### src/shared/wtt_pkg.sv
package wtt_pkg;
    // ****************************************
    // Register fields of watch_mode_control
    // ****************************************
    localparam int          WMC_MODE_BIT     = 0;
    localparam int          WMC_PRESC_RUN    = 1;
    localparam int          WMC_COUNTER_RUN  = 2;
    localparam int          WMC_FLAG_PERIOD  = 3;
    localparam int          WMC_IVL_LSB      = 4;
    localparam int          WMC_IVL_W        = 3;
    localparam logic [7:0]  WMC_RESET        = 8'h00;
    // ****************************************
    // Field of shared_clock_select
    // ****************************************
    localparam int          SCS_SRC_BIT      = 4;
    localparam logic [7:0]  SCS_RESET        = 8'h00;
    // ****************************************
    // Divider and counter sizes
    // ****************************************
    localparam int          MAIN_DIV_LOG2    = 8;
    localparam int          PRESC_W          = 9;
    localparam int          IVL_TAP_BASE     = 4;
    localparam logic [2:0]  IVL_CODE_MAX     = 3'h5;
    localparam int          CNT_W            = 5;
    localparam logic [4:0]  CNT_FULL         = 5'h1f;
    localparam logic [4:0]  CNT_HALF         = 5'h0f;
    // ****************************************
    // Standby release state machine
    // ****************************************
    typedef enum logic [1:0] {
        WTT_IDLE = 2'b01,
        WTT_HOLD = 2'b10
    } wtt_wake_e;
endpackage : wtt_pkg

### src/logic/wtt_watch_timer.sv
`timescale 1ns/1ps
module wtt_watch_timer
    import wtt_pkg::*;
(
    input  wire logic        i_clock,
    input  wire logic        i_rst_n,
    input  wire logic        i_main_tick,
    input  wire logic        i_sub_tick,
    input  wire logic        i_wmc_byte_we,
    input  wire logic        i_wmc_bit_we,
    input  wire logic [2:0]  i_wmc_bit_sel,
    input  wire logic [7:0]  i_wdata,
    input  wire logic        i_scs_we,
    input  wire logic        i_watch_flag_clr,
    input  wire logic        i_ivl_flag_clr,
    input  wire logic        i_standby,
    output logic      [7:0]  o_watch_mode_control,
    output logic      [7:0]  o_shared_clock_select,
    output logic             o_watch_tick_flag,
    output logic             o_interval_tick_irq,
    output logic             o_standby_release,
    output logic      [4:0]  o_counter_value
);
    // ****************************************
    // Registers
    // ****************************************
    logic [7:0]          wmc;
    logic [7:0]          scs;
    logic [MAIN_DIV_LOG2-1:0] main_div;
    logic [PRESC_W-1:0]  presc;
    logic [CNT_W-1:0]    cnt;
    logic                watch_flag;
    logic                ivl_flag;
    wtt_wake_e           wake_state;

    // ****************************************
    // Write decode
    // ****************************************
    logic [7:0] bit_mask;
    logic [7:0] bit_merge;
    logic [7:0] next_wmc;
    logic [7:0] next_scs;
    assign bit_mask  = 8'h01 << i_wmc_bit_sel;
    assign bit_merge = (wmc & ~bit_mask) | (i_wdata & bit_mask);
    // Byte write wins so a stray bit strobe cannot corrupt it
    assign next_wmc  = i_wmc_byte_we ? i_wdata :
                       (i_wmc_bit_we ? bit_merge : wmc);
    // Clock select takes whole bytes only
    assign next_scs  = i_scs_we ? i_wdata : scs;

    always_ff @(posedge i_clock or negedge i_rst_n) begin
        if (!i_rst_n) begin
            wmc <= WMC_RESET;
        end else begin
            wmc <= next_wmc;
        end
    end

    always_ff @(posedge i_clock or negedge i_rst_n) begin
        if (!i_rst_n) begin
            scs <= SCS_RESET;
        end else begin
            scs <= next_scs;
        end
    end

    // ****************************************
    // Watch clock source
    // ****************************************
    logic main_div_wrap;
    logic watch_tick;
    assign main_div_wrap = i_main_tick && (&main_div);
    logic src_is_sub;
    // Subclock bypasses the divider; main clock needs 2^8 first
    assign src_is_sub = scs[SCS_SRC_BIT];
    assign watch_tick = src_is_sub ? i_sub_tick : main_div_wrap;

    always_ff @(posedge i_clock or negedge i_rst_n) begin
        if (!i_rst_n) begin
            main_div <= '0;
        end else if (i_main_tick) begin
            main_div <= main_div + 1'b1;
        end
    end

    // ****************************************
    // Prescaler and interval taps
    // ****************************************
    // Tap i fires as bit i-1 and all lower bits roll over
    logic              presc_run;
    logic [PRESC_W:0]  tap;
    logic [2:0]        ivl_code;
    logic              ivl_legal;
    logic              ivl_tick;
    logic              cnt_tick;
    assign presc_run = wmc[WMC_PRESC_RUN];
    assign tap[0]    = watch_tick && presc_run;
    // Codes above the legal maximum match nothing
    function automatic logic ivl_tap_pick(input logic [2:0]       code,
                                          input logic [PRESC_W:0] taps);
        logic pick;
        pick = 1'b0;
        for (int k = 0; k <= int'(IVL_CODE_MAX); k++) begin
            if (int'(code) == k) begin
                pick = taps[IVL_TAP_BASE + k];
            end
        end
        return pick;
    endfunction : ivl_tap_pick

    genvar g;
    generate
        for (g = 0; g < PRESC_W; g++) begin : g_tap
            assign tap[g+1] = tap[g] && presc[g];
        end
    endgenerate
    assign ivl_code  = wmc[WMC_IVL_LSB +: WMC_IVL_W];
    // Banned codes simply never fire
    assign ivl_legal = ivl_code <= IVL_CODE_MAX;
    assign ivl_tick  = ivl_legal && ivl_tap_pick(ivl_code, tap);
    assign cnt_tick  = tap[PRESC_W];

    logic [PRESC_W-1:0] next_presc;
    assign next_presc = !presc_run ? '0 :
                        (watch_tick ? presc + 1'b1 : presc);

    always_ff @(posedge i_clock or negedge i_rst_n) begin
        if (!i_rst_n) begin
            presc <= '0;
        end else begin
            presc <= next_presc;
        end
    end

    // ****************************************
    // Five bit watch counter
    // ****************************************
    logic       cnt_run;
    logic [4:0] cnt_top;
    logic       watch_event;
    assign cnt_run = wmc[WMC_COUNTER_RUN];
    assign cnt_top = wmc[WMC_FLAG_PERIOD] ? CNT_HALF : CNT_FULL;
    function automatic logic cnt_at_top(input logic [CNT_W-1:0] value,
                                        input logic [CNT_W-1:0] top);
        logic hit;
        hit = (value & top) == top;
        return hit;
    endfunction : cnt_at_top

    logic [CNT_W-1:0] next_cnt;
    // Masking with the top lets one counter serve both periods
    assign watch_event = cnt_run && cnt_tick &&
                         cnt_at_top(cnt, cnt_top);
    assign next_cnt    = !cnt_run ? '0 :
                         (cnt_tick ? cnt + 1'b1 : cnt);

    always_ff @(posedge i_clock or negedge i_rst_n) begin
        if (!i_rst_n) begin
            cnt <= '0;
        end else begin
            cnt <= next_cnt;
        end
    end

    // ****************************************
    // Sticky flags, set wins over clear
    // ****************************************
    logic next_watch_flag;
    logic next_ivl_flag;
    // A tick meeting a clear is kept, so no event is lost
    assign next_watch_flag = watch_event |
                             (watch_flag & ~i_watch_flag_clr);
    assign next_ivl_flag   = ivl_tick |
                             (ivl_flag & ~i_ivl_flag_clr);

    always_ff @(posedge i_clock or negedge i_rst_n) begin
        if (!i_rst_n) begin
            watch_flag <= 1'b0;
            ivl_flag   <= 1'b0;
        end else begin
            watch_flag <= next_watch_flag;
            ivl_flag   <= next_ivl_flag;
        end
    end

    // ****************************************
    // Standby release
    // ****************************************
    // Release held until standby drops so the core sees it
    logic next_release;
    assign next_release = i_standby &&
                          (watch_event || wake_state == WTT_HOLD);

    always_ff @(posedge i_clock or negedge i_rst_n) begin
        if (!i_rst_n) begin
            wake_state <= WTT_IDLE;
        end else begin
            unique case (wake_state)
                WTT_IDLE: begin
                    if (watch_event && i_standby) begin
                        wake_state <= WTT_HOLD;
                    end
                end
                WTT_HOLD: begin
                    if (!i_standby) begin
                        wake_state <= WTT_IDLE;
                    end
                end
                default: wake_state <= WTT_IDLE;
            endcase
        end
    end

    // ****************************************
    // Control register mirror
    // ****************************************
    // Mirrors load the same next value, so they track their flops
    always_ff @(posedge i_clock or negedge i_rst_n) begin
        if (!i_rst_n) begin
            o_watch_mode_control <= WMC_RESET;
        end else begin
            o_watch_mode_control <= next_wmc;
        end
    end

    // ****************************************
    // Clock select mirror
    // ****************************************
    always_ff @(posedge i_clock or negedge i_rst_n) begin
        if (!i_rst_n) begin
            o_shared_clock_select <= SCS_RESET;
        end else begin
            o_shared_clock_select <= next_scs;
        end
    end

    // ****************************************
    // Watch flag output
    // ****************************************
    always_ff @(posedge i_clock or negedge i_rst_n) begin
        if (!i_rst_n) begin
            o_watch_tick_flag <= 1'b0;
        end else begin
            o_watch_tick_flag <= next_watch_flag;
        end
    end

    // ****************************************
    // Interval request output
    // ****************************************
    always_ff @(posedge i_clock or negedge i_rst_n) begin
        if (!i_rst_n) begin
            o_interval_tick_irq <= 1'b0;
        end else begin
            o_interval_tick_irq <= next_ivl_flag;
        end
    end

    // ****************************************
    // Standby release output
    // ****************************************
    always_ff @(posedge i_clock or negedge i_rst_n) begin
        if (!i_rst_n) begin
            o_standby_release <= 1'b0;
        end else begin
            o_standby_release <= next_release;
        end
    end

    // ****************************************
    // Counter output
    // ****************************************
    // Shows the count a reader would see after this edge
    always_ff @(posedge i_clock or negedge i_rst_n) begin
        if (!i_rst_n) begin
            o_counter_value <= '0;
        end else begin
            o_counter_value <= next_cnt;
        end
    end
endmodule : wtt_watch_timer

### config.mk
export PLATFORM = sky130hd
export DESIGN_NAME = wtt_watch_timer
export DESIGN_NICKNAME = d
export VERILOG_FILES = /design/src/shared/wtt_pkg.sv /design/src/logic/wtt_watch_timer.sv
export SDC_FILE = /design/constraint.sdc
export NUM_CORES = 1
export LEC_CHECK = 0
export ABC_AREA = 1
export BUFFER_PORTS_ARGS = -buffer_cell sky130_fd_sc_hd__clkbuf_2
export CORE_AREA = 2 2 64 66
export CTS_BUF_LIST = sky130_fd_sc_hd__clkbuf_16
export DETAILED_ROUTE_END_ITERATION = 8
export DIE_AREA = 0 0 66 68
export PLACE_DENSITY_LB_ADDON = 0.25
export SETUP_SLACK_MARGIN = 0.5
export SLEW_MARGIN = 20
export SYNTH_ARGS = -nofsm -noshare
export SYNTH_HDL_FRONTEND = slang
export SYNTH_SLANG_ARGS = --single-unit
### constraint.sdc
create_clock -name i_clock -period 2.6 [get_ports i_clock]
set_input_delay 0.52 -clock i_clock [delete_from_list [all_inputs] [get_ports i_clock]]
set_output_delay 0.52 -clock i_clock [all_outputs]
set_load 0.03 [all_outputs]
==> summary.txt, run 1 <==
Floorplan
  – Die ar.: 4488 um^2
  – Die W: 66 um
  – Starting Density: 55.91%
  – Die height: 68 um
  – Core Footprint: 3856 um^2
  – Number of top-level pins: 45
  – Row cnt: 23

Setup path
  – Element type at the critical path end: output pin
  – Delay-heaviest family, CP: flip-flops
  – Critical-path cell list: clkbuf_2
  – Slowest stage delay, CP: 550 ps
  – Worst Path Max Fanout: 10
  – Reg2reg start: main_div[0]
  – Worst setup SP type: flip-flop
  – CP Class: flip-flop to output pin
  – Bufs and invs on worst path: 1
  – WP data required: 2080 ps
  – Slowest CP cell: dfrtp_1
  – CP arrival: 1100 ps

Clock tree
  – Worst-Skew Late Latency: 280 ps
  – Clock buffer depth: 2
  – CTS hold repair buffers: 0
  – Postcts setup bufs: 0
  – Post-cts resize count: 0
  – CTS buffer count: 5
  – Clk pin slew, worst setup/hold paths: 60 ps
  – Root Driver: clkbuf_16
  – H-tree depth: 2
  – TritonCTS Sinks: 43
  – CTS tree: yes

Global route
  – Number of global-route vias before repair: 1505
  – Initial antenna violation count: 0
  – First-pass GRT wire length: 6589 um
  – Largest net degree at the start of global routing: 25
  – Total congestion overflow: 0
  – Gr usage total: 19.66%

Final layout
  – Finished Cell Area: 2586 um^2
  – Fillers: 331
  – Layout area overhead: 19.97%
  – Final net count: 300
  – Final core area utilization: 67.07%
  – Number of inserted diodes: 0
  – Share of cells above drive strength 1: 28.16%

Flow run
  – MaxCap Viol Count: 0

Drt
  – Antenna-violating nets left: 0
  – Starting DRT DRC Count: 40
  – WL per Instance: 12.07 um
  – DR pass1 iterations: 4
  – DRC violations left: 0
  – Vias per cell: 4.972
  – WL final: 3946 um
  – DR vias: 1626

Yosys
  – Synth Area per Inst: 9.539 um^2
  – Synth cell count leaders: 42 x dfrtp_1, 42 x nand2_1, 32 x inv_1
  – FFs w/ async S/R, synth: 100.0%
  – Syn Inst Count: 226
  – Warning count from the yosys run: 0
  – Area leader, netlist: dfrtp_1
  – Main synth FF type: dfrtp_1
  – Post-Syn Area: 2156 um^2
  – Syn Nets: 250
  – Synth top area share: 48.75%
  – Synth unique cells: 32
  – Sequential share of the synthesized area: 49.97%
  – Number of synthesized flops with an enable pin: 0
  – Top cells by area, synth: dfrtp_1 49%, nand2_1 7.3%, inv_1 5.6%, mux2_2 4.2%, xor2_1 3.7%
  – #FFs+latches synth: 43

Power
  – Max rail drop VDD: 0.5025 mV
  – Power per cell area: 733.3 nW/um^2
  – Sw Share: 29.15%
  – Static leakage: 0.001331 uW
  – Cell internal pwr: 1344 uW
  – Sw power: 552.9 uW
  – Combinational power share: 18.8%
  – Sequential share of power: 44.8%
  – Clock group share of total power: 36.4%

Placement
  – RD Place Congestion: 0.8262
  – IO Port Bufs: 44
  – Dpl ws: 930.5 ps
  – Area after DPL: 2422 um^2
  – DP HPWL: 3008 um

Timing
  – Min Clock Period, post-route: 1621 ps
  – Setup TNS: 0 ps
  – Final count of pins violating max slew: 0
  – Fin. Hold Viols: 0
  – Worst Tran Pin Value: 591.9 ps
  – Slew margin rel.: 60.54%
  – Finish-stage setup viols: 0
  – Unrepaired setup endpoints after global routing: false
  – Setup slack after layout: 978.6 ps
  – Setup Skew: 3.319 ps
  – Max Freq: 616.8 MHz
  – Final Cycle Share: 62.36%

Run status
  – Status: completed

Hold path
  – Hold Path Class: input pin to async pin
-- logic make-up after synthesis --
logic type	after synthesis	synth area share, %
AO/OA/AOI/OAI	28	7.197
flip-flops	43	49.97
XOR/XNOR	12	4.876
buffers and inverters	35	7.023
adder cells (fa/ha/maj)	3	1.741
multiplexers	15	7.429
AND/OR/NAND/NOR	90	21.76
-- final cells by class --
| cell class | count | area (um^2) | share of cell area [%] |
|---|---|---|---|
| Tap cell | 50 | 62.56 | 2.419 |
| Clock buffer | 5 | 125.1 | 4.838 |
| Clock inverter | 3 | 38.79 | 1.500 |
| Inverter | 32 | 120.1 | 4.644 |
| Sequential cell | 43 | 1077 | 41.65 |
| Timing Repair Buffer | 46 | 235.2 | 9.095 |
| Multi-Input combinational cell | 148 | 927.1 | 35.85 |
-- worst paths after layout --
kind	end	slack, ps	cells past startpoint
min in group i_clock	o_watch_tick_flag	430	2
max	o_watch_mode_control[1]	980	1
max reg2reg	cnt[3]	1030	10
min reg2reg	main_div[7]	470	1
min	presc[1]	230	1
max in group asynchronous	o_shared_clock_select[7]	1790	2
-- metal layers --
metal	global-route usage (%)	up-vias	routed length, um
li1	-	830	-
met1	25.11	751	1795
met2	32.58	38	1905
met3	4.770	7	182
met4	7.653	0	63
met5	0	-	0
-- stage by stage --
| stage | total power, uW | hold slack [ps] | cells |
|---|---|---|---|
| 6_report | 1896 | 231.0 | 327 |
| 5_1_grt | 1994 | 295.4 | 327 |
| 4_1_cts | 1922 | 255.2 | 327 |
| 3_5_place_dp | 1222 | 458.0 | 319 |
| 3_3_place_gp | 1205 | 457.6 | 319 |
| 2_1_floorplan | 1105 | 224.4 | 226 |
-- placed cells by master (no fill, tap or decap), types with 6 or more instances in the layout --
cell type	n
clkbuf_2	44
o21ai_0	15
nor2_1	13
inv_1	32
mux2i_1	7
dfrtp_1	42
xor2_1	9
nand3_1	12
nand2_1	42
a21oi_1	6
mux2_2	8
-- power by group through the flow --
stage / Sequential (uW) / Clock [uW] / Combinational [uW]
2_1_floorplan: 916 / 0 / 189
3_3_place_gp: 857 / 0 / 348
3_5_place_dp: 862 / 0 / 359
4_1_cts: 851 / 709 / 363
5_1_grt: 867 / 729 / 398
6_report: 850 / 691 / 356
Power figures use the tool's default switching activity.
==> inputs of run 2 (changes only) <==
--- a/config.mk
+++ b/config.mk
@@ -5,12 +5,12 @@
 export SDC_FILE = /design/constraint.sdc
 export NUM_CORES = 1
 export LEC_CHECK = 0
-export ABC_AREA = 1
+export ABC_AREA = 0
 export BUFFER_PORTS_ARGS = -buffer_cell sky130_fd_sc_hd__clkbuf_2
-export CORE_AREA = 2 2 64 66
+export CORE_AREA = 2 2 66 68
 export CTS_BUF_LIST = sky130_fd_sc_hd__clkbuf_16
 export DETAILED_ROUTE_END_ITERATION = 8
-export DIE_AREA = 0 0 66 68
+export DIE_AREA = 0 0 68 70
 export PLACE_DENSITY_LB_ADDON = 0.25
 export SETUP_SLACK_MARGIN = 0.5
 export SLEW_MARGIN = 20
==> constraint.sdc (replaced) <==
create_clock -name i_clock -period 1.6 [get_ports i_clock]
set_input_delay 0.32 -clock i_clock [delete_from_list [all_inputs] [get_ports i_clock]]
set_output_delay 0.32 -clock i_clock [all_outputs]
set_load 0.03 [all_outputs]
==> summary.txt, run 2 <==
Clock tree
  – CTS tree: yes
  – CTS buffer count: 5 (unchanged)
  – Worst-Skew Late Latency: 280 ps (about the same)
  – CTS hold repair buffers: 0 (unchanged)
  – Clk pin slew, worst setup/hold paths: 60 ps (about the same)
  – TritonCTS Sinks: 43 (unchanged)
  – H-tree depth: 2 (unchanged)
  – Clock buffer depth: 2 (unchanged)
  – Root Driver: clkbuf_16

Setup path
  – Element type at the critical path end: flip-flop
  – Worst Path Max Fanout: 2 (-8)
  – Worst setup SP type: flip-flop
  – CP Class: flip-flop to flip-flop
  – Delay-heaviest family, CP: simple AND/OR/NAND/NOR gates
  – Slowest stage delay, CP: 480 ps (-70 ps)
  – CP arrival: 1900 ps (+800 ps)
  – Bufs and invs on worst path: 0 (-1)
  – WP data required: 1790 ps (-290 ps)
  – Critical-path cell list: or2b_4 > o31a_1 > or4b_4 > mux2i_1
  – Slowest CP cell: or4b_4

Placement
  – Dpl ws: -172.5 ps (-1103 ps)
  – IO Port Bufs: 44 (unchanged)
  – DP HPWL: 3039 um (+1.0%)
  – RD Place Congestion: 0.8315 (+0.64%)

Drt
  – Starting DRT DRC Count: 82 (+110%)
  – WL final: 4897 um (+24%)
  – Vias per cell: 5.392 (+8.4%)
  – WL per Instance: 14.88 um (+23%)
  – Antenna-violating nets left: 0 (unchanged)
  – DR pass1 iterations: 4 (unchanged)
  – DRC violations left: 0 (unchanged)
  – DR vias: 1774 (+9.1%)

Timing
  – Setup Skew: 9.586 ps (+6.267 ps)
  – Max Freq: 585.3 MHz
  – Final Cycle Share: 106.8%
  – Worst Tran Pin Value: 459.1 ps (-132.8 ps)
  – Min Clock Period, post-route: 1708 ps
  – Setup TNS: -108.4 ps (-108.4 ps)
  – Finish-stage setup viols: 1 (+1)
  – Final count of pins violating max slew: 0 (unchanged)
  – Slew margin rel.: 69.14% (+8.6 points)
  – Fin. Hold Viols: 0 (unchanged)
  – Unrepaired setup endpoints after global routing: true
  – Setup slack after layout: -108.4 ps (-1087 ps)

Final layout
  – Final net count: 301 (+0.33%)
  – Most frequent cells in the layout: 39 x buf_4, 37 x dfrtp_1, 25 x nand2_1, 24 x buf_8, 20 x clkbuf_2
  – Fillers: 261 (-21%)
  – Layout area overhead: 52.87%
  – Number of inserted diodes: 0 (unchanged)
  – Share of cells above drive strength 1: 47.29% (+19 points)
  – Leading cell type in the layout, fill and taps excluded: buf_4

Yosys
  – Largest family of logic cells by synthesized area: simple AND/OR/NAND/NOR gates
  – Most frequent cell after synthesis: dfrtp_1
  – Syn Inst Count: 188 (-17%)
  – Main synth FF type: dfrtp_1
  – Warning count from the yosys run: 0 (unchanged)
  – #FFs+latches synth: 43 (unchanged)
  – Synth top area share: 50.69% (+1.9 points)
  – XOR/XNOR Fraction of Synth Area: 3.802% (-1.1 points)
  – Simple logic cell fraction of the synthesized area: 18.95% (-2.8 points)
  – Syn Nets: 212 (-15%)
  – Mux share of post-synthesis cell area: 14.54% (+7.1 points)
  – Synth cell count leaders: 42 x dfrtp_1, 27 x nand2_1, 17 x mux2_2
  – Post-Synth Adder-Cell Area: 1.811% (+0.069 points)
  – Synth Area per Inst: 11.03 um^2 (+16%)
  – Synth unique cells: 37 (+16%)
  – Compound-Gate Fraction of Synth Area: 6.699% (-0.50 points)
  – Sequential share of the synthesized area: 51.96% (+2.0 points)
  – Post-Syn Area: 2073 um^2 (-3.8%)
  – Area leader, netlist: dfrtp_1
  – FFs w/ async S/R, synth: 100.0% (unchanged)
  – Number of synthesized flops with an enable pin: 0 (unchanged)
  – Top cells by area, synth: dfrtp_1 51%, mux2_2 9.2%, mux2i_1 5.3%, nand2_1 4.9%, nand2b_1 3.0%

Power
  – Final Power: 3414 uW (+80%)
  – Power per cell area: 1077 nW/um^2 (+47%)
  – Max rail drop VDD: 0.9475 mV (+89%)
  – Static leakage: 0.001502 uW (+13%)

Global route
  – First-pass GRT wire length: 8052 um (+22%)
  – Total congestion overflow: 0 (unchanged)
  – Gr usage total: 22.33% (+2.7 points)
  – Largest net degree at the start of global routing: 44 (+76%)
  – Initial antenna violation count: 0 (unchanged)
  – Number of global-route vias before repair: 1782 (+18%)

Floorplan
  – Number of top-level pins: 45 (unchanged)
  – Core Footprint: 4144 um^2 (+7.5%)
  – Die W: 68 um (+3.0%)
  – Die ar.: 4760 um^2 (+6.1%)
  – Die height: 70 um (+2.9%)
  – Starting Density: 50.03% (-5.9 points)
  – Row cnt: 24 (+4.3%)

Hold path
  – Hold Path Class: input pin to async pin

Run status
  – Status: complete, but fails checks
  – Failing checks: negative setup slack

Flow run
  – MaxCap Viol Count: 0 (unchanged)
## run 2: cell types whose count changed after synthesis, sizes merged, moves of 5 or more
cell | previous run | this run
xor2 | 9 | 3
nand4 | 3 | 8
nand3 | 16 | 5
mux2 | 8 | 17
nand2 | 48 | 27
nor2 | 15 | 7
inv | 32 | 6
o21ai | 17 | 3
nand2b | 0 | 10
## run 2: worst register-to-register path: stages, from the launching register on
cell	delay, ps
dfrtp_2	400
or2b_4	250
o31a_1	310
or4b_4	480
mux2i_1	180
## run 2: final timing paths
kind                                                from                  endpoint  slack, ps  depth (start not counted)
worst max register to register  o_shared_clock_select[4]                  presc[5]       -110                          4
worst min register to register  o_shared_clock_select[3]  o_shared_clock_select[3]        550                          1
worst min-delay path                             i_rst_n       o_interval_tick_irq          1                          2
min in group i_clock                    i_watch_flag_clr         o_watch_tick_flag        250                          2
max in group asynchronous                        i_rst_n             wake_state[0]       1330                          2
worst max-delay path            o_shared_clock_select[4]                  presc[5]       -110                          4
## run 2: area by class of cell
cell class	count	area, um^2	share of cell area, %
repair buffers	88	818.3	25.82
multi-input cells	133	1021	32.21
clock inverters	2	33.78	1.066
inverters	6	22.52	0.7106
well taps	52	65.06	2.053
clock buffers	5	125.1	3.948
flip-flops and latches	43	1084	34.19
## run 2: timing repair
item                                    4_1_cts  5_1_grt
endpoints found under the setup margin       46       48
buffers inserted                             15       10
gates cloned                                  0        0
resized for setup                            59       34
pin swaps                                     9        4
## run 2: logic make-up after synthesis
family,count (synthesis)
compound gates,21
xor+xnor,9
fa+ha+maj,3
buf+inv,12
flops,43
mux,28
simple gates,72
## run 2: per-stage QoR
stage / hold slack (ps) / instances / instance area, um^2 / utilization (%)
after floorplan: 24.41 / 188 / 2092 / -
after global placement: 320.2 / 297 / 2504 / 60.42
after detailed placement: 319.1 / 297 / 2504 / 60.42
after CTS: 17.19 / 319 / 3027 / 73.04
after global routing: 27.77 / 329 / 3169 / 76.48
final: 1.198 / 329 / 3169 / 76.48
## run 2: layer usage
layer / vias to the layer above / GRT usage, % / routed length [um]
li1: 841 / - / -
met1: 878 / 28.16 / 2007
met2: 49 / 36.25 / 2576
met3: 6 / 7.246 / 259
met4: 0 / 6.444 / 53
met5: - / 0 / 0
## run 2: where the power goes
part / switching (uW) / internal (uW)
Clock: 401 / 722
Combinational: 398 / 539
Sequential: 131 / 1220
Total: 930 / 2480
